`src/design/sip_pkg.sv`:
```
// Shared constants and types for the switch ingress policy register bank.
package sip_pkg;
	// Number of switch ports served by the block.
	localparam int unsigned NUM_PORTS = 3;
	// Register indices; the byte address is four times the index.
	localparam logic [15:0] IDX_TAG_DEST   = 16'h1847;
	localparam logic [15:0] IDX_THROTTLE   = 16'h1848;
	localparam logic [15:0] IDX_ADMIT      = 16'h1849;
	localparam logic [15:0] IDX_METER_CFG  = 16'h184A;
	localparam logic [15:0] IDX_METER_CMD  = 16'h184B;
	localparam logic [15:0] IDX_CMD_STATUS = 16'h184C;
	localparam logic [15:0] IDX_WRITE_VAL  = 16'h184D;
	localparam logic [15:0] IDX_READ_VAL   = 16'h184E;
	// Ingress tag destination select fields, two bits per port.
	localparam int unsigned TAG_W        = 2;
	localparam logic [1:0]  TAG_DEST_ON  = 2'h3;
	localparam logic [5:0]  TAG_RST      = 6'h00;
	// Broadcast throttle layout: nine bits per port, enable above level.
	localparam int unsigned THR_STRIDE   = 9;
	localparam int unsigned THR_LVL_W    = 8;
	localparam int unsigned THR_W        = 27;
	localparam logic [26:0] THR_RST      = 27'h0080402;
	localparam int unsigned THR_BYTE_UNIT = 64;
	localparam int unsigned THR_BUDGET_W = 14;
	// Throttle interval of 1.72 ms, held in microseconds.
	localparam int unsigned THR_INTERVAL_US = 1720;
	localparam int unsigned CLK_PERIOD_NS   = 8;
	localparam int unsigned THR_INTERVAL_CYC =
		(THR_INTERVAL_US * 1000) / CLK_PERIOD_NS;
	// Admit non-member and meter configuration fields.
	localparam logic [2:0]  ADMIT_RST    = 3'h0;
	localparam int unsigned CFG_EN_BIT   = 0;
	localparam int unsigned CFG_MODE_LSB = 1;
	localparam logic [2:0]  CFG_RST      = 3'h0;
	// Meter command fields.
	localparam int unsigned CMD_RNW_BIT  = 7;
	localparam int unsigned CMD_TYPE_LSB = 5;
	localparam int unsigned CMD_ADDR_W   = 5;
	localparam logic [7:0]  CMD_RST      = 8'h00;
	// Metering table geometry and reset contents.
	localparam int unsigned TBL_W        = 16;
	localparam int unsigned CIR_ENTRIES  = 24;
	localparam logic [4:0]  CIR_COUNT    = 5'h18;
	localparam logic [15:0] CIR_RST      = 16'h0014;
	localparam logic [15:0] BURST_RST    = 16'h0600;
	localparam int unsigned CIR_STEP_NS  = 20;
	localparam int unsigned BYTE_TIME_W  = 21;
	// Metering key selection.
	typedef enum logic [1:0] {
		MODE_PORT_PRIO = 2'b00,
		MODE_PORT      = 2'b01,
		MODE_PRIO      = 2'b10,
		MODE_RSVD      = 2'b11
	} sip_mode_t;
	// Table access target.
	typedef enum logic [1:0] {
		TBL_RSVD = 2'b00,
		TBL_CIR  = 2'b01,
		TBL_CBS  = 2'b10,
		TBL_EBS  = 2'b11
	} sip_tbl_t;
	// Table sequencer state.
	typedef enum logic {
		OP_IDLE = 1'b0,
		OP_BUSY = 1'b1
	} sip_op_state_t;
endpackage

```
`src/design/sip_table_if.sv`:
```
// Link between the register bank and the metering table store.
interface sip_table_if;
	import sip_pkg::*;
	logic                  start;          // One-cycle command launch.
	logic                  readNotWrite;   // High for a table read.
	sip_tbl_t              target;         // Table selected by the command.
	logic [CMD_ADDR_W-1:0] entry;          // Rate entry address.
	logic [TBL_W-1:0]      writeValue;     // Value for a table write.
	logic                  pending;        // Command in progress.
	logic [TBL_W-1:0]      readValue;      // Result of the last read.
	logic [CMD_ADDR_W-1:0] lookupEntry;    // Entry the meter needs now.
	logic [TBL_W-1:0]      lookupCir;      // Entry contents, one cycle later.
	logic [TBL_W-1:0]      committedBurst; // Committed burst size.
	logic [TBL_W-1:0]      excessBurst;    // Excess burst size.
	modport ctrl (output start, readNotWrite, target, entry, writeValue,
		lookupEntry, input pending, readValue, lookupCir, committedBurst,
		excessBurst);
	modport store (input start, readNotWrite, target, entry, writeValue,
		lookupEntry, output pending, readValue, lookupCir, committedBurst,
		excessBurst);
endinterface

```
`src/design/sip_policy_regs.sv`:
```
// Ingress policy register bank of the switch engine with its APB slave.
module sip_policy_regs
	import sip_pkg::*;
#(
	parameter int unsigned THR_INTERVAL_CYCLES = THR_INTERVAL_CYC,
	parameter int unsigned OP_CYCLES           = 2
) (
	// Clock and reset.
	input  wire logic                                   clk_sys,
	input  wire logic                                   rst,
	// APB slave.
	input  wire logic [15:0]                            paddr,
	input  wire logic                                   psel,
	input  wire logic                                   penable,
	input  wire logic                                   pwrite,
	input  wire logic [31:0]                            pwdata,
	input  wire logic [3:0]                             pstrb,
	output logic [31:0]                                 prdata,
	output logic                                        pready,
	output logic                                        pslverr,
	// Forwarding and admission controls.
	output logic [NUM_PORTS-1:0]                        tagDestEnable,
	output logic [NUM_PORTS-1:0]                        admitNonMember,
	// Broadcast throttling.
	output logic [NUM_PORTS-1:0]                        bcastThrottleEnable,
	output logic [NUM_PORTS-1:0][THR_BUDGET_W-1:0]      bcastByteBudget,
	output logic                                        bcastIntervalTick,
	// Metering key and results.
	input  wire logic [1:0]                             meterPort,
	input  wire logic [2:0]                             meterPriority,
	output logic                                        meterEnable,
	output sip_mode_t                                   meterMode,
	output logic                                        meterValid,
	output logic [BYTE_TIME_W-1:0]                      meterByteTimeNs,
	output logic [TBL_W-1:0]                            committedBurst,
	output logic [TBL_W-1:0]                            excessBurst
);
	// Byte addresses of the registers.
	localparam logic [15:0] ADDR_TAG_DEST   = 16'(IDX_TAG_DEST << 2);
	localparam logic [15:0] ADDR_THROTTLE   = 16'(IDX_THROTTLE << 2);
	localparam logic [15:0] ADDR_ADMIT      = 16'(IDX_ADMIT << 2);
	localparam logic [15:0] ADDR_METER_CFG  = 16'(IDX_METER_CFG << 2);
	localparam logic [15:0] ADDR_METER_CMD  = 16'(IDX_METER_CMD << 2);
	localparam logic [15:0] ADDR_CMD_STATUS = 16'(IDX_CMD_STATUS << 2);
	localparam logic [15:0] ADDR_WRITE_VAL  = 16'(IDX_WRITE_VAL << 2);
	localparam logic [15:0] ADDR_READ_VAL   = 16'(IDX_READ_VAL << 2);
	localparam int unsigned CNT_W = $clog2(THR_INTERVAL_CYCLES);
	// Bound on the wait for a command to finish, for checking only.
	localparam int A_OP_MAX = 8;

	// Merges the written bytes that the strobes select into a word.
	function automatic logic [31:0] mergeBytes(input logic [31:0] oldVal,
		input logic [31:0] newVal, input logic [3:0] strb);
		logic [31:0] res;
		res = oldVal;
		for (int b = 0; b < 4; b++) begin
			if (strb[b]) begin
				res[b*8 +: 8] = newVal[b*8 +: 8];
			end
		end
		return res;
	endfunction

	// Byte time of a committed rate entry.
	function automatic logic [BYTE_TIME_W-1:0] byteTimeOf(
		input logic [TBL_W-1:0] rate);
		return (BYTE_TIME_W'(rate) + BYTE_TIME_W'(1)) *
			BYTE_TIME_W'(CIR_STEP_NS);
	endfunction

	// Table entry for a port and priority under a rate mode.
	function automatic logic [CMD_ADDR_W-1:0] entryFor(input sip_mode_t mode,
		input logic [1:0] port, input logic [2:0] prio);
		logic [CMD_ADDR_W-1:0] e;
		e = '0;
		unique case (mode)
			MODE_PORT_PRIO: e = {port, prio};
			MODE_PORT:      e = CMD_ADDR_W'(port);
			MODE_PRIO:      e = CMD_ADDR_W'(prio);
			MODE_RSVD:      e = '0;
		endcase
		return e;
	endfunction

	// Software-visible storage.
	logic [TAG_W*NUM_PORTS-1:0] tagSelect;   // Ingress tag destination select.
	logic [THR_W-1:0]           throttleCfg; // Broadcast throttle control.
	logic [NUM_PORTS-1:0]       admitSel;    // Admit non-member control.
	logic [2:0]                 meterCfg;    // Meter mode and enable.
	logic [7:0]                 meterCmd;    // Last accepted command.
	logic [TBL_W-1:0]           writeValue;  // Table write value.
	// Internal state.
	logic [CNT_W-1:0]           intervalCnt; // Throttle interval timer.
	logic                       lookupValid; // Key valid, first stage.
	// Reads have no side effects, so capturing them early is safe.
	logic [31:0]                readMuxReg;

	sip_table_if tbl ();

	// Bus decode.
	wire        setupRead  = psel && !penable && !pwrite;
	wire        accessWr   = psel && penable && pwrite;
	wire        hitTag     = (paddr == ADDR_TAG_DEST);
	wire        hitThr     = (paddr == ADDR_THROTTLE);
	wire        hitAdmit   = (paddr == ADDR_ADMIT);
	wire        hitCfg     = (paddr == ADDR_METER_CFG);
	wire        hitCmd     = (paddr == ADDR_METER_CMD);
	wire        hitStatus  = (paddr == ADDR_CMD_STATUS);
	wire        hitWrVal   = (paddr == ADDR_WRITE_VAL);
	wire        hitRdVal   = (paddr == ADDR_READ_VAL);
	wire        mapped     = hitTag | hitThr | hitAdmit | hitCfg | hitCmd |
		hitStatus | hitWrVal | hitRdVal;
	// A command written while one is running is dropped whole.
	// Pending is registered state, so this gate forms no feedback loop.
	wire        cmdAccept  = accessWr && hitCmd && !tbl.pending;
	wire [31:0] cmdMerged  = mergeBytes({24'h000000, meterCmd}, pwdata, pstrb);
	wire [31:0] readMux;

	// The slave never waits; unmapped addresses answer with an error.
	assign pready = 1'b1;
	assign pslverr = psel && penable && !mapped;

	// Read data selection; reserved bits read as zero.
	assign readMux = hitTag    ? 32'(tagSelect) :
		hitThr    ? 32'(throttleCfg) :
		hitAdmit  ? 32'(admitSel) :
		hitCfg    ? 32'(meterCfg) :
		hitCmd    ? 32'(meterCmd) :
		hitStatus ? 32'(tbl.pending) :
		hitWrVal  ? 32'(writeValue) :
		hitRdVal  ? 32'(tbl.readValue) : 32'h00000000;

	// Command fields go straight to the table from the accepted write.
	assign tbl.start = cmdAccept;
	assign tbl.readNotWrite = cmdMerged[CMD_RNW_BIT];
	assign tbl.target = sip_tbl_t'(cmdMerged[CMD_TYPE_LSB +: 2]);
	assign tbl.entry = cmdMerged[CMD_ADDR_W-1:0];
	assign tbl.writeValue = writeValue;
	assign tbl.lookupEntry = entryFor(meterMode, meterPort, meterPriority);

	// Decoded controls, all taken from the flip-flops above.
	assign meterEnable = meterCfg[CFG_EN_BIT];
	assign meterMode = sip_mode_t'(meterCfg[CFG_MODE_LSB +: 2]);
	assign committedBurst = tbl.committedBurst;
	assign excessBurst = tbl.excessBurst;
	assign prdata = readMuxReg;
	for (genvar p = 0; p < NUM_PORTS; p++) begin : g_port
		assign tagDestEnable[p] =
			(tagSelect[p*TAG_W +: TAG_W] == TAG_DEST_ON);
		assign bcastThrottleEnable[p] =
			throttleCfg[p*THR_STRIDE + THR_LVL_W];
		assign bcastByteBudget[p] = THR_BUDGET_W'(
			throttleCfg[p*THR_STRIDE +: THR_LVL_W] * THR_BYTE_UNIT);
		assign admitNonMember[p] = admitSel[p];
	end

	// Table store and command sequencer.
	sip_meter_table #(
		.OP_CYCLES (OP_CYCLES)
	) u_table (
		.clk_sys (clk_sys),
		.rst     (rst),
		.tbl     (tbl.store)
	);

	// Register writes take effect at the edge that ends the access phase.
	always_ff @(posedge clk_sys) begin
		if (rst) begin
			tagSelect <= TAG_RST;
			throttleCfg <= THR_RST;
			admitSel <= ADMIT_RST;
			meterCfg <= CFG_RST;
			writeValue <= '0;
		end else if (accessWr) begin
			// Each cast keeps the implemented bits; reserved ones fall away.
			if (hitTag) begin
				tagSelect <= (TAG_W*NUM_PORTS)'(mergeBytes(
					32'(tagSelect), pwdata, pstrb));
			end
			if (hitThr) begin
				throttleCfg <= THR_W'(mergeBytes(32'(throttleCfg), pwdata,
					pstrb));
			end
			if (hitAdmit) begin
				admitSel <= NUM_PORTS'(mergeBytes(32'(admitSel), pwdata,
					pstrb));
			end
			if (hitCfg) begin
				meterCfg <= 3'(mergeBytes(32'(meterCfg), pwdata, pstrb));
			end
			if (hitWrVal) begin
				writeValue <= TBL_W'(mergeBytes(32'(writeValue), pwdata,
					pstrb));
			end
		end
	end

	// The command register keeps only what was accepted.
	always_ff @(posedge clk_sys) begin
		if (rst) begin
			meterCmd <= CMD_RST;
		end else if (cmdAccept) begin
			meterCmd <= cmdMerged[7:0];
		end
	end

	// Read data is captured in the setup cycle, ready for the access.
	always_ff @(posedge clk_sys) begin
		if (rst) begin
			readMuxReg <= '0;
		end else if (setupRead) begin
			readMuxReg <= readMux;
		end
	end

	// Throttle interval timer; one tick opens each new budget window.
	// The first tick comes a full interval after reset; a level change reaches
	// bcastByteBudget at the edge that ends its write, not at a tick.
	always_ff @(posedge clk_sys) begin
		if (rst) begin
			intervalCnt <= '0;
			bcastIntervalTick <= 1'b0;
		end else begin
			bcastIntervalTick <=
				(intervalCnt == CNT_W'(THR_INTERVAL_CYCLES - 1));
			intervalCnt <= (intervalCnt == CNT_W'(THR_INTERVAL_CYCLES - 1)) ?
				'0 : intervalCnt + CNT_W'(1);
		end
	end

	// Metering result pipeline, aligned with the table lookup stage.
	// A reserved mode or a disabled meter yields no valid result.
	always_ff @(posedge clk_sys) begin
		if (rst) begin
			lookupValid <= 1'b0;
			meterValid <= 1'b0;
			meterByteTimeNs <= '0;
		end else begin
			lookupValid <= meterEnable && (meterMode != MODE_RSVD) &&
				(tbl.lookupEntry < CIR_COUNT);
			meterValid <= lookupValid;
			meterByteTimeNs <= byteTimeOf(tbl.lookupCir);
		end
	end
endmodule // sip_policy_regs

```
`src/design/sip_meter_table.sv`:
```
// Metering and colour table with its command sequencer.
module sip_meter_table
	import sip_pkg::*;
#(
	parameter int unsigned OP_CYCLES = 2
) (
	// Clock and reset.
	input  wire logic  clk_sys,
	input  wire logic  rst,
	// Command and lookup side.
	sip_table_if.store tbl
);
	localparam int unsigned OPW = $clog2(OP_CYCLES + 1);

	sip_op_state_t         opState;  // Sequencer state.
	logic [OPW-1:0]        opCnt;    // Cycles left in the running command.
	logic                  opRead;   // Latched direction.
	sip_tbl_t              opTarget; // Latched target.
	logic [CMD_ADDR_W-1:0] opEntry;  // Latched entry address.
	logic [TBL_W-1:0]      opValue;  // Latched write value.
	logic [TBL_W-1:0]      cir [CIR_ENTRIES]; // Committed rate entries.
	logic [TBL_W-1:0]      cbs;      // Committed burst size.
	logic [TBL_W-1:0]      ebs;      // Excess burst size.
	logic [TBL_W-1:0]      readValue;
	logic [TBL_W-1:0]      lookupCir;
	wire                   opDone;
	wire                   cirHit;
	wire  [TBL_W-1:0]      tableRead;

	// Last cycle of a command; the access lands here.
	assign opDone = (opState == OP_BUSY) && (opCnt == '0);
	// Out-of-range entries are neither written nor read back.
	assign cirHit = (opTarget == TBL_CIR) && (opEntry < CIR_COUNT);
	assign tableRead = (opTarget == TBL_CIR) ? (cirHit ? cir[opEntry] : '0) :
		(opTarget == TBL_CBS) ? cbs :
		(opTarget == TBL_EBS) ? ebs : '0;
	// Pending is the busy state alone. The edge that accepts a command
	// sets it, so a poll that follows never sees a false finish, and it
	// reaches the accept gate of the register bank only as registered state.
	assign tbl.pending = (opState == OP_BUSY);
	assign tbl.readValue = readValue;
	assign tbl.lookupCir = lookupCir;
	assign tbl.committedBurst = cbs;
	assign tbl.excessBurst = ebs;

	// Sequencer: latch the command, count it out, then return to idle.
	always_ff @(posedge clk_sys) begin
		if (rst) begin
			opState <= OP_IDLE;
			opCnt <= '0;
			opRead <= 1'b0;
			opTarget <= TBL_RSVD;
			opEntry <= '0;
			opValue <= '0;
		end else begin
			unique case (opState)
				OP_IDLE: begin
					if (tbl.start) begin
						opState <= OP_BUSY;
						opCnt <= OPW'(OP_CYCLES - 1);
						opRead <= tbl.readNotWrite;
						opTarget <= tbl.target;
						opEntry <= tbl.entry;
						opValue <= tbl.writeValue;
					end
				end
				OP_BUSY: begin
					if (opDone) begin
						opState <= OP_IDLE;
					end else begin
						opCnt <= opCnt - OPW'(1);
					end
				end
			endcase
		end
	end

	// Table storage, 16 bits per entry, written at command completion.
	always_ff @(posedge clk_sys) begin
		if (rst) begin
			for (int i = 0; i < CIR_ENTRIES; i++) begin
				cir[i] <= CIR_RST;
			end
			cbs <= BURST_RST;
			ebs <= BURST_RST;
		end else if (opDone && !opRead) begin
			if (cirHit) begin
				cir[opEntry] <= opValue;
			end
			if (opTarget == TBL_CBS) begin
				cbs <= opValue;
			end
			if (opTarget == TBL_EBS) begin
				ebs <= opValue;
			end
		end
	end

	// Read result and meter lookup are both held in flip-flops.
	always_ff @(posedge clk_sys) begin
		if (rst) begin
			readValue <= '0;
			lookupCir <= '0;
		end else begin
			if (opDone && opRead) begin
				readValue <= tableRead;
			end
			lookupCir <= (tbl.lookupEntry < CIR_COUNT) ?
				cir[tbl.lookupEntry] : '0;
		end
	end
endmodule // sip_meter_table

```
`config.mk`:
```
export PLATFORM = sky130hd
export DESIGN_NAME = sip_policy_regs
export DESIGN_NICKNAME = d
export VERILOG_FILES = /design/src/design/sip_pkg.sv /design/src/design/sip_table_if.sv /design/src/design/sip_policy_regs.sv /design/src/design/sip_meter_table.sv
export SDC_FILE = /design/constraint.sdc
export NUM_CORES = 1
export LEC_CHECK = 0
export BUFFER_PORTS_ARGS = -buffer_cell sky130_fd_sc_hd__buf_4
export CAP_MARGIN = 20
export CORE_ASPECT_RATIO = 1.75
export CORE_MARGIN = 8
export CORE_UTILIZATION = 42
export CTS_CLUSTER_SIZE = 8
export DETAILED_ROUTE_END_ITERATION = 12
export GPL_TIMING_DRIVEN = 1
export PLACE_DENSITY = 0.54
export SYNTH_ARGS = -nofsm -noshare
export SYNTH_HDL_FRONTEND = slang
export SYNTH_HIERARCHICAL = 1
export SYNTH_SLANG_ARGS = --single-unit
```
`constraint.sdc`:
```
create_clock -name clk_sys -period 5.5 [get_ports clk_sys]
set_input_delay 0.275 -clock clk_sys [delete_from_list [all_inputs] [get_ports clk_sys]]
set_output_delay 0.275 -clock clk_sys [all_outputs]
set_load 0.03 [all_outputs]
```
* Word-level counts from Yosys, hierarchy flattened
Memory sizes are Yosys's and may differ from the RTL's. A register that Yosys moved wholly into a read port is not among the register bits. Index checks and enable logic that the tools add are counted.
Storage, ports and cells: flip-flop bits (word level) 212, latch bits 0, bits in writable memories 384, memory bits (read-only) 0, bits of input ports 62, output and inout bits 143, logic and storage cells 130, memories 1
Memories:
- u_table.cir | words 24, width 16, rd ports 2, clocked after Yosys merged registers in 2, wr ports 24, line sip_meter_table.sv:21 | logic [TBL_W-1:0] cir [CIR_ENTRIES];
Operators by class: $add $sub $neg 3, multipliers 1, divide/modulo/power cells 0, order comparisons 2, equality and inequality tests 21, shift operators 0, muxes and demuxes 31, bitwise operators 9, reduce and logical (&&, ||, !) cells 36
Operators with widths (count):
- 16-bit two-way mux | 11
- 16-bit by 15-bit == test with 1-bit output (second input constant) | 8
- 27-bit two-way mux | 2
- 3-bit AND reduction | 9
- 5-bit one-hot mux with 4 select lines | 1
- 17-bit by 3-bit multiplier with 19-bit output (second input constant) | 1
- 18-bit by 1-bit adder with 18-bit output (second input constant) | 1
- 18-bit == test (second input constant) | 1
- 16-bit by 1-bit adder with 17-bit output (second input constant) | 1
- 16-bit OR reduction | 1
- 5-bit two-way mux | 3
- 2-bit == test (second input constant) | 7
- 1-bit logical AND | 13
- 5-bit less-than comparator (second input constant) | 2
- 1-bit two-way mux | 9
- 8-bit two-way mux | 1
- 2-bit AND reduction | 4
- 1-bit bitwise OR | 7
- 2-bit != test (second input constant) | 3
- 1-bit zero test | 5
- 2-bit by 1-bit == test with 1-bit output (second input constant) | 2
- 2-bit zero test | 2
- 2-bit two-way mux | 2
- 2-bit one-hot mux with 2 select lines | 1
- 4 further kinds | 6

* Depth between registers and ports, before layout
Gate-level depths: netlist of the first run.
depth in word-level cells 10, depth in mapped cells 13, depth with buffers taken out 12

* Modules after synthesis
The synthesis of the first run kept the hierarchy.
Modules (own cells, without submodules):
- sip_meter_table | times used 1, cells each 2073, area each 30324.1 um^2, seq. area each 17296.6 um^2
- sip_policy_regs | times used 1, cells each 807, area each 6937.9 um^2, seq. area each 2602.5 um^2

* Worst setup path before layout of the first run
Ideal clock, no wire load.
kind reg2reg, start point register u_table.lookupCir[6], in the netlist u_table/tbl.lookupCir[6] (read register of u_table.cir), end point register meterByteTimeNs[18], library setup time 0.078 ns, arrival 3.182 ns, required time 5.422 ns, path slack 2.240 ns, cell stages (with the launch flop) 14, path buffers 2, period minus slack after synthesis 3.260 ns, cell sequence dfxtp_1 -> clkbuf_1 -> and3_1 -> and4_1 -> clkbuf_1 -> and4_1 -> xor2_1 -> ha_1 -> ha_1 -> and3_1 -> nor3_1 -> o311ai_0 -> and3_1 -> nor3_1
Between the ends: cells in the longest elaborated chain, start to end 2
RTL lines:
- start: declaration | line sip_meter_table.sv:25 | logic [TBL_W-1:0] lookupCir;
- 16-bit by 1-bit adder with 17-bit output | line sip_policy_regs.sv:67 | return (BYTE_TIME_W'(rate) + BYTE_TIME_W'(1)) *
- 17-bit by 3-bit multiplier with 19-bit output | line sip_policy_regs.sv:67
- end signal: assignment | line sip_policy_regs.sv:242 | meterByteTimeNs <= byteTimeOf(tbl.lookupCir);
- end: declaration | line sip_policy_regs.sv:34 | output logic [BYTE_TIME_W-1:0] meterByteTimeNs,
Every way passes these cells. A chain may end at the register's enable or synchronous reset.

* Final worst setup path of the first run
start point register u_table.lookupCir[7], in the netlist u_table/tbl.lookupCir[7] (read register of u_table.cir), end point register meterByteTimeNs[18]
The elaborated chain is that of the path after synthesis.

==> results.json, run 1 <==
{
  "status": "completed",
  "die_h_um": 410.0,
  "wl_um": 125000,
  "synth_area_leader_cell": "edfxtp_1",
  "fillCellCount": 7786,
  "maxCapViolations": 0,
  "r2r_end": "meterByteTimeNs[18]$_SDFF_PP0_",
  "num_vias": 25571,
  "endpoint_kind": "register",
  "rr_worst_depth": 11,
  "cts_buffers": 102,
  "powerDensity_nw_per_um2": 300.1,
  "critPathLaunch": "u_table/tbl.lookupCir[7]$_SDFF_PP0_",
  "grt_pass1_vias": 26544,
  "postRouteAntennaNets": 0,
  "cp_max_fo": 6,
  "r2r-start": "u_table/tbl.lookupCir[7]$_SDFF_PP0_",
  "vias_per_cell": 5.816,
  "synth_flop_cell": "edfxtp_1",
  "arrival_ns": 4.21,
  "grt_max_degree": 76,
  "h-tree-depth": 3,
  "rsz0062_at_grt": "false",
  "finalHoldViolCount": 0,
  "cp-endpoint": "meterByteTimeNs[18]$_SDFF_PP0_",
  "tns_ns": 0,
  "firstDrtPassIters": 5,
  "dp_hpwl_um": 88580,
  "cp_slowest_stage_delay_ns": 0.49,
  "gp_congestion": 0.9543,
  "crit_buf_inv": 0,
  "portBuffers": 173,
  "cp-start-kind": "register",
  "syn_to_final_growth_pct": 16.38,
  "period_minus_slack_ns": 3.599,
  "fmax_mhz": 277.8,
  "min_period_over_period": 0.6544,
  "cpMaxStageDelayCell": "dfxtp_1",
  "ir_worst_vdd_v": 0.0002270,
  "core_area_um2": 87920,
  "grt_pass1_wl_um": 180300,
  "final_cell_area_um2": 43370,
  "yosys_warnings": 6,
  "slew_headroom": 0.2677,
  "clock-root-buffer": "clkbuf_16",
  "reg2reg_setup_slack_ns": 1.90,
  "cts.clk_slew.worst_paths_ns": 0.05,
  "worstPathRequired_ns": 6.11,
  "ff_latch_area_um2": 19910,
  "syn-mean-instance-area_um2": 12.94,
  "p_leak_uw": 0.01502,
  "dpl_cell_area_um2": 40090,
  "drtIter0Drc": 2048,
  "antenna_found_initial": 2,
  "slew_violations": 0,
  "post_cts_buffers": 0,
  "crit_top_cell": "and3_1",
  "path_depth": 11,
  "row_count": 144,
  "path_class": "reg2reg",
  "yosysMostFrequentCell": "edfxtp_1",
  "synth-seq-cells": 738,
  "setup_viol": 0,
  "syn_inst": 2880,
  "ys_async_sr_fraction": 0,
  "dieArea_um2": 98880,
  "track_usage": 0.2490,
  "nNetsFinal": 3267,
  "io_pins": 205,
  "ys_types": 86,
  "clk_latency_ns": 0.69,
  "wire_per_inst_um": 28.42,
  "drc": 0,
  "drive_above_1_share": 0.2141,
  "cp_top_family": "simple AND/OR/NAND/NOR gates",
  "cts_tree": "done",
  "synth_edf_count": 512,
  "seq_area_frac_synth": 0.5340,
  "syn-cell-area_um2": 37260,
  "skew_ns": 0.01514,
  "multi_input_area_um2": 16620,
  "cts_num_sinks": 738,
  "synth_top_area_share": 0.4126,
  "synth_common_cells": "edfxtp_1, and2_1, dfxtp_1, mux4_2, nand2_1",
  "grt_remaining_overflow": 0,
  "cts_buffer_depth": 3,
  "netlist_top_cells_area": "edfxtp_1, dfxtp_1, mux4_2, and2_1, mux2i_1",
  "hp-class": "in2reg",
  "start_util": 0.4238,
  "worst_pin_slew_ns": 1.071,
  "die_x_um": 241.2,
  "path_cells": "and3_1, and4_1, and4_1, xor2_1, ha_1, ha_1, and3_1, nor3_1, o311ai_0, and3_1, nor3_1"
}
## worst min path at each step
| stage | from | endpoint | slack [ns] | cells after the start |
|---|---|---|---|---|
| after global routing | pstrb[3] | throttleCfg[26]$_SDFFE_PP0P_ | 0.10 | 4 |
| after detailed placement | lookupValid$_SDFF_PP0_ | meterValid$_SDFF_PP0_ | 0.45 | 1 |
| after CTS | pstrb[3] | throttleCfg[26]$_SDFFE_PP0P_ | 0.04 | 4 |
| final | pstrb[3] | throttleCfg[26]$_SDFFE_PP0P_ | 0.07 | 4 |
| after global placement | lookupValid$_SDFF_PP0_ | meterValid$_SDFF_PP0_ | 0.45 | 1 |
| after floorplan | meterPort[0] | lookupValid$_SDFF_PP0_ | 0.37 | 1 |
## worst min-delay path, cell delays in order
cell and delay, ns:
buf_4 0.11, nand3_1 0.16, mux2i_1 0.10, nor2_1 0.08
## metrics by stage
stage          setup WS [ns]    util  hold slack [ns]  total power (uW)  cells
2_1_floorplan          2.240       -           0.3741              6948   3031
3_3_place_gp           1.792  0.4547           0.4477              7290   4200
3_5_place_dp           1.836  0.4560           0.4523              7311   4204
4_1_cts                1.919  0.4919          0.04285             13130   4392
5_1_grt                1.639  0.4932           0.1024             13410   4396
6_report               1.901  0.4932          0.07196             13020   4397
## power by group
group	internal (uW)	total, uW	leakage (uW)	switching, uW
clock	3450	5790	0.00137	2340
sequential	6140	6260	0.00679	114
combinational	390	965	0.00687	576
## logic make-up (layout without fill, tap and decap cells)
group                    after synthesis  after routing  share of synthesized area
XOR/XNOR                              42             42                   0.009872
other                                  3            155                  0.0003022
flip-flops                           738            738                     0.5340
AO/OA/AOI/OAI                        375            375                    0.07095
adder cells (fa/ha/maj)               31             31                    0.01061
AND/OR/NAND/NOR                     1005           1005                     0.1551
buffers and inverters                263            460                    0.03650
multiplexers                         423            423                     0.1827
## sequential cells by signal (all words and copies together) (netlist names), 6 cells and up, named ones only
signal and count:
u_table/tbl.committedBurst 16, throttleCfg 27, tagSelect 6, u_table/cir 512, meterCmd 8, u_table/opValue 16
prdata 27, u_table/tbl.lookupCir 16, u_table/tbl.readValue 16, u_table/tbl.excessBurst 16, intervalCnt 18, tbl.writeValue 16
meterByteTimeNs 19
## timing repair
item | in CTS | in global routing
hold endpoints to repair | 61 | 0
hold buffers | 30 | 0
resized for setup | 0 | 0
## metal layers
layer,vias up,routed length (um),GRT usage
met5,-,11,0
met3,316,7379,0.03871
li1,11239,-,-
met4,2,7650,0.1428
met2,971,65230,0.4536
met1,13043,44690,0.2694
## cell usage in the layout (no fill, tap or decap), types with 19 or more instances in the layout
| cell type | Yosys | routed |
|---|---|---|
| a21oi_1 | 100 | 100 |
| nand2b_1 | 30 | 30 |
| clkbuf_16 | 0 | 105 |
| nand2_1 | 191 | 191 |
| nor2_1 | 148 | 143 |
| a2111oi_0 | 34 | 34 |
| or3_1 | 33 | 33 |
| dfxtp_1 | 226 | 222 |
| mux2_2 | 40 | 40 |
| nand3_1 | 38 | 38 |
| mux2i_1 | 182 | 182 |
| buf_4 | 45 | 250 |
| o21ai_0 | 30 | 28 |
| nor2b_1 | 39 | 38 |
| a211oi_1 | 21 | 21 |
| or2_2 | 29 | 29 |
| dlygate4sd3_1 | 0 | 30 |
| ha_1 | 30 | 30 |
| clkbuf_1 | 132 | 49 |
| xor2_1 | 24 | 24 |
| o22ai_1 | 19 | 19 |
| and2_1 | 365 | 365 |
| edfxtp_1 | 512 | 512 |
| conb_1 | 3 | 154 |
| a22oi_1 | 67 | 67 |
| mux4_2 | 199 | 199 |
## area by class of cell
cell class	instances	share of cell area
diodes	1	0.00005771
clock buffers	154	0.06483
clock inverters	4	0.001125
inverters	10	0.0008656
multi-input cells	2030	0.3833
flip-flops and latches	738	0.4592
well taps	1168	0.03370
repair buffers	292	0.05693
Note: power is estimated with default switching activity, not from simulation.
==> inputs of run 2 (changes only) <==
- PLACE_DENSITY: 0.54 -> 0.57
- clock period: 5.5 -> 2.9 ns (I/O delays scaled with it)
==> results.json, run 2 (synthesis gave the netlist of run 1 again) <==
{
  "wl_um": 131600,
  "violations": "negative setup slack",
  "clock-root-buffer": "clkbuf_16",
  "drc": 0,
  "endpoint_kind": "register",
  "fillCellCount": 7618,
  "p_leak_uw": 0.01608,
  "use_met3": 0.04065,
  "start_util": 0.4238,
  "preCtsSetupSlack_ns": -0.06607,
  "vias_per_cell": 5.750,
  "min_period_over_period": 1.015,
  "powerDensity_nw_per_um2": 557.6,
  "core_area_um2": 87920,
  "fin_util": 0.5164,
  "worstHoldStart": "pstrb[1]",
  "row_count": 144,
  "antenna_found_initial": 2,
  "slew_headroom": 0.2378,
  "rr_worst_depth": 5,
  "slew_violations": 0,
  "postRouteAntennaNets": 0,
  "use_met2": 0.4815,
  "final_common_cell": "edfxtp_1",
  "die_h_um": 410.0,
  "grt_max_degree": 142,
  "grt_pass1_wl_um": 188000,
  "portBuffers": 173,
  "wire_per_inst_um": 28.61,
  "syn_to_final_growth_pct": 21.85,
  "drtIter0Drc": 2127,
  "grt_pass1_vias": 27670,
  "status": "complete, but fails checks",
  "period_minus_slack_ns": 2.942,
  "largest_reg_flops": 512,
  "rsz0062_at_grt": "true",
  "min_path_cells": 4,
  "nNetsFinal": 3451,
  "cts_tree": "done",
  "grt_use_met1": 0.2732,
  "cts_buffers": 102,
  "setup_viol": 2,
  "worstPathRequired_ns": 3.39,
  "mostFrequentLayoutCells": "edfxtp_1, buf_4, and2_1",
  "cts.clk_slew.worst_paths_ns": 0.05,
  "busiest_layer": "met2",
  "fmax_mhz": 339.9,
  "maxCapViolations": 0,
  "regMostFlops": "u_table/cir",
  "reg2reg_setup_slack_ns": -0.04,
  "io_pins": 205,
  "dieArea_um2": 98880,
  "hp-class": "in2reg",
  "cts_num_sinks": 738,
  "num_vias": 26462,
  "r2r_end": "u_table/tbl.readValue[10]$_SDFFE_PP0P_",
  "track_usage": 0.2624,
  "timing.final.ws_setup_ns": -0.04226,
  "dp_hpwl_um": 96440,
  "ir_worst_vdd_v": 0.0004272,
  "grt_remaining_overflow": 0,
  "h-tree-depth": 3,
  "drive_above_1_share": 0.2630,
  "arrival_ns": 3.43,
  "worst_pin_slew_ns": 1.115,
  "cp-start-kind": "register",
  "total_power_uw": 25320,
  "gp_congestion": 0.9386,
  "cp_max_fo": 20,
  "cts_buffer_depth": 3,
  "die_x_um": 241.2,
  "firstDrtPassIters": 5,
  "path_class": "reg2reg",
  "skew_ns": 0.03112,
  "hold_end": "tbl.writeValue[15]$_SDFFE_PP0P_",
  "clk_latency_ns": 0.69,
  "finalHoldViolCount": 0
}
-- run 2: changes by cell type in the layout (fill, tap and decap cells not counted), sizes merged --
cell / before / now
buf: 262 / 435
clkbuf: 154 / 174
dlygate4sd3: 30 / 41
inv: 11 / 13
bufinv: 0 / 1
clkinv: 2 / 1
clkinvlp: 1 / 0
-- run 2: layer usage --
metal  wire [um]  up-vias
met5           0        -
met4        9268        0
met3        7961      359
met2       69800     1113
met1       44610    13358
li1            -    11632
-- run 2: worst max-delay path by stage --
stage,end,cells past startpoint,from,slack [ns]
floorplan,meterByteTimeNs[18]$_SDFF_PP0_,13,u_table/tbl.lookupCir[6]$_SDFF_PP0_,0.005
global placement,meterByteTimeNs[20]$_SDFF_PP0_,13,u_table/tbl.lookupCir[3]$_SDFF_PP0_,-0.07
detailed placement,meterByteTimeNs[18]$_SDFF_PP0_,12,u_table/tbl.lookupCir[3]$_SDFF_PP0_,-0.07
CTS,meterByteTimeNs[18]$_SDFF_PP0_,13,u_table/tbl.lookupCir[2]$_SDFF_PP0_,-0.01
global route,meterByteTimeNs[18]$_SDFF_PP0_,12,u_table/tbl.lookupCir[3]$_SDFF_PP0_,-0.06
finish,u_table/tbl.readValue[10]$_SDFFE_PP0P_,5,register,-0.04
-- run 2: area by class of cell --
type                            instances  area, um2  share of cell area
Tap cell                             1168       1461             0.03219
Multi-Input combinational cell       2030      16890              0.3719
Sequential cell                       738      19920              0.4387
Clock buffer                          174       2875             0.06333
Clock inverter                          5      72.57            0.001598
Inverter                               10      37.54           0.0008267
Antenna cell                            1      2.502          0.00005511
Timing Repair Buffer                  476       4150             0.09141
-- run 2: critical path, cell delays in order, from the launching register on --
cell	delay [ns]
dfxtp_4	0.64
buf_12	0.27
mux4_2	0.52
nor2b_1	0.15
a2111oi_0	0.97
a2111oi_1	0.16
-- run 2: timing repair --
item	in CTS	in global routing
gates resized for setup	6	48
endpoints found under the hold margin	74	0
setup buffers	0	4
setup endpoints to repair	6	10
hold buffers	41	0
pin swaps	2	10
-- run 2: power by group --
group          switching [uW]  internal [uW]
Clock                    4520           6730
Combinational            1200            979
Sequential                234          11600
-- run 2: per-stage QoR --
step	setup TNS (ns)	instance area (um2)	cells	hold slack (ns)
final	-0.04563	45400	4602	0.04933
after detailed placement	-0.2743	41730	4377	0.3726
after global placement	-0.2086	41730	4377	0.3629
after global routing	-0.2816	45400	4601	0.04236
after CTS	-0.02268	45130	4597	0.0009122
after floorplan	0	37840	3031	0.2441
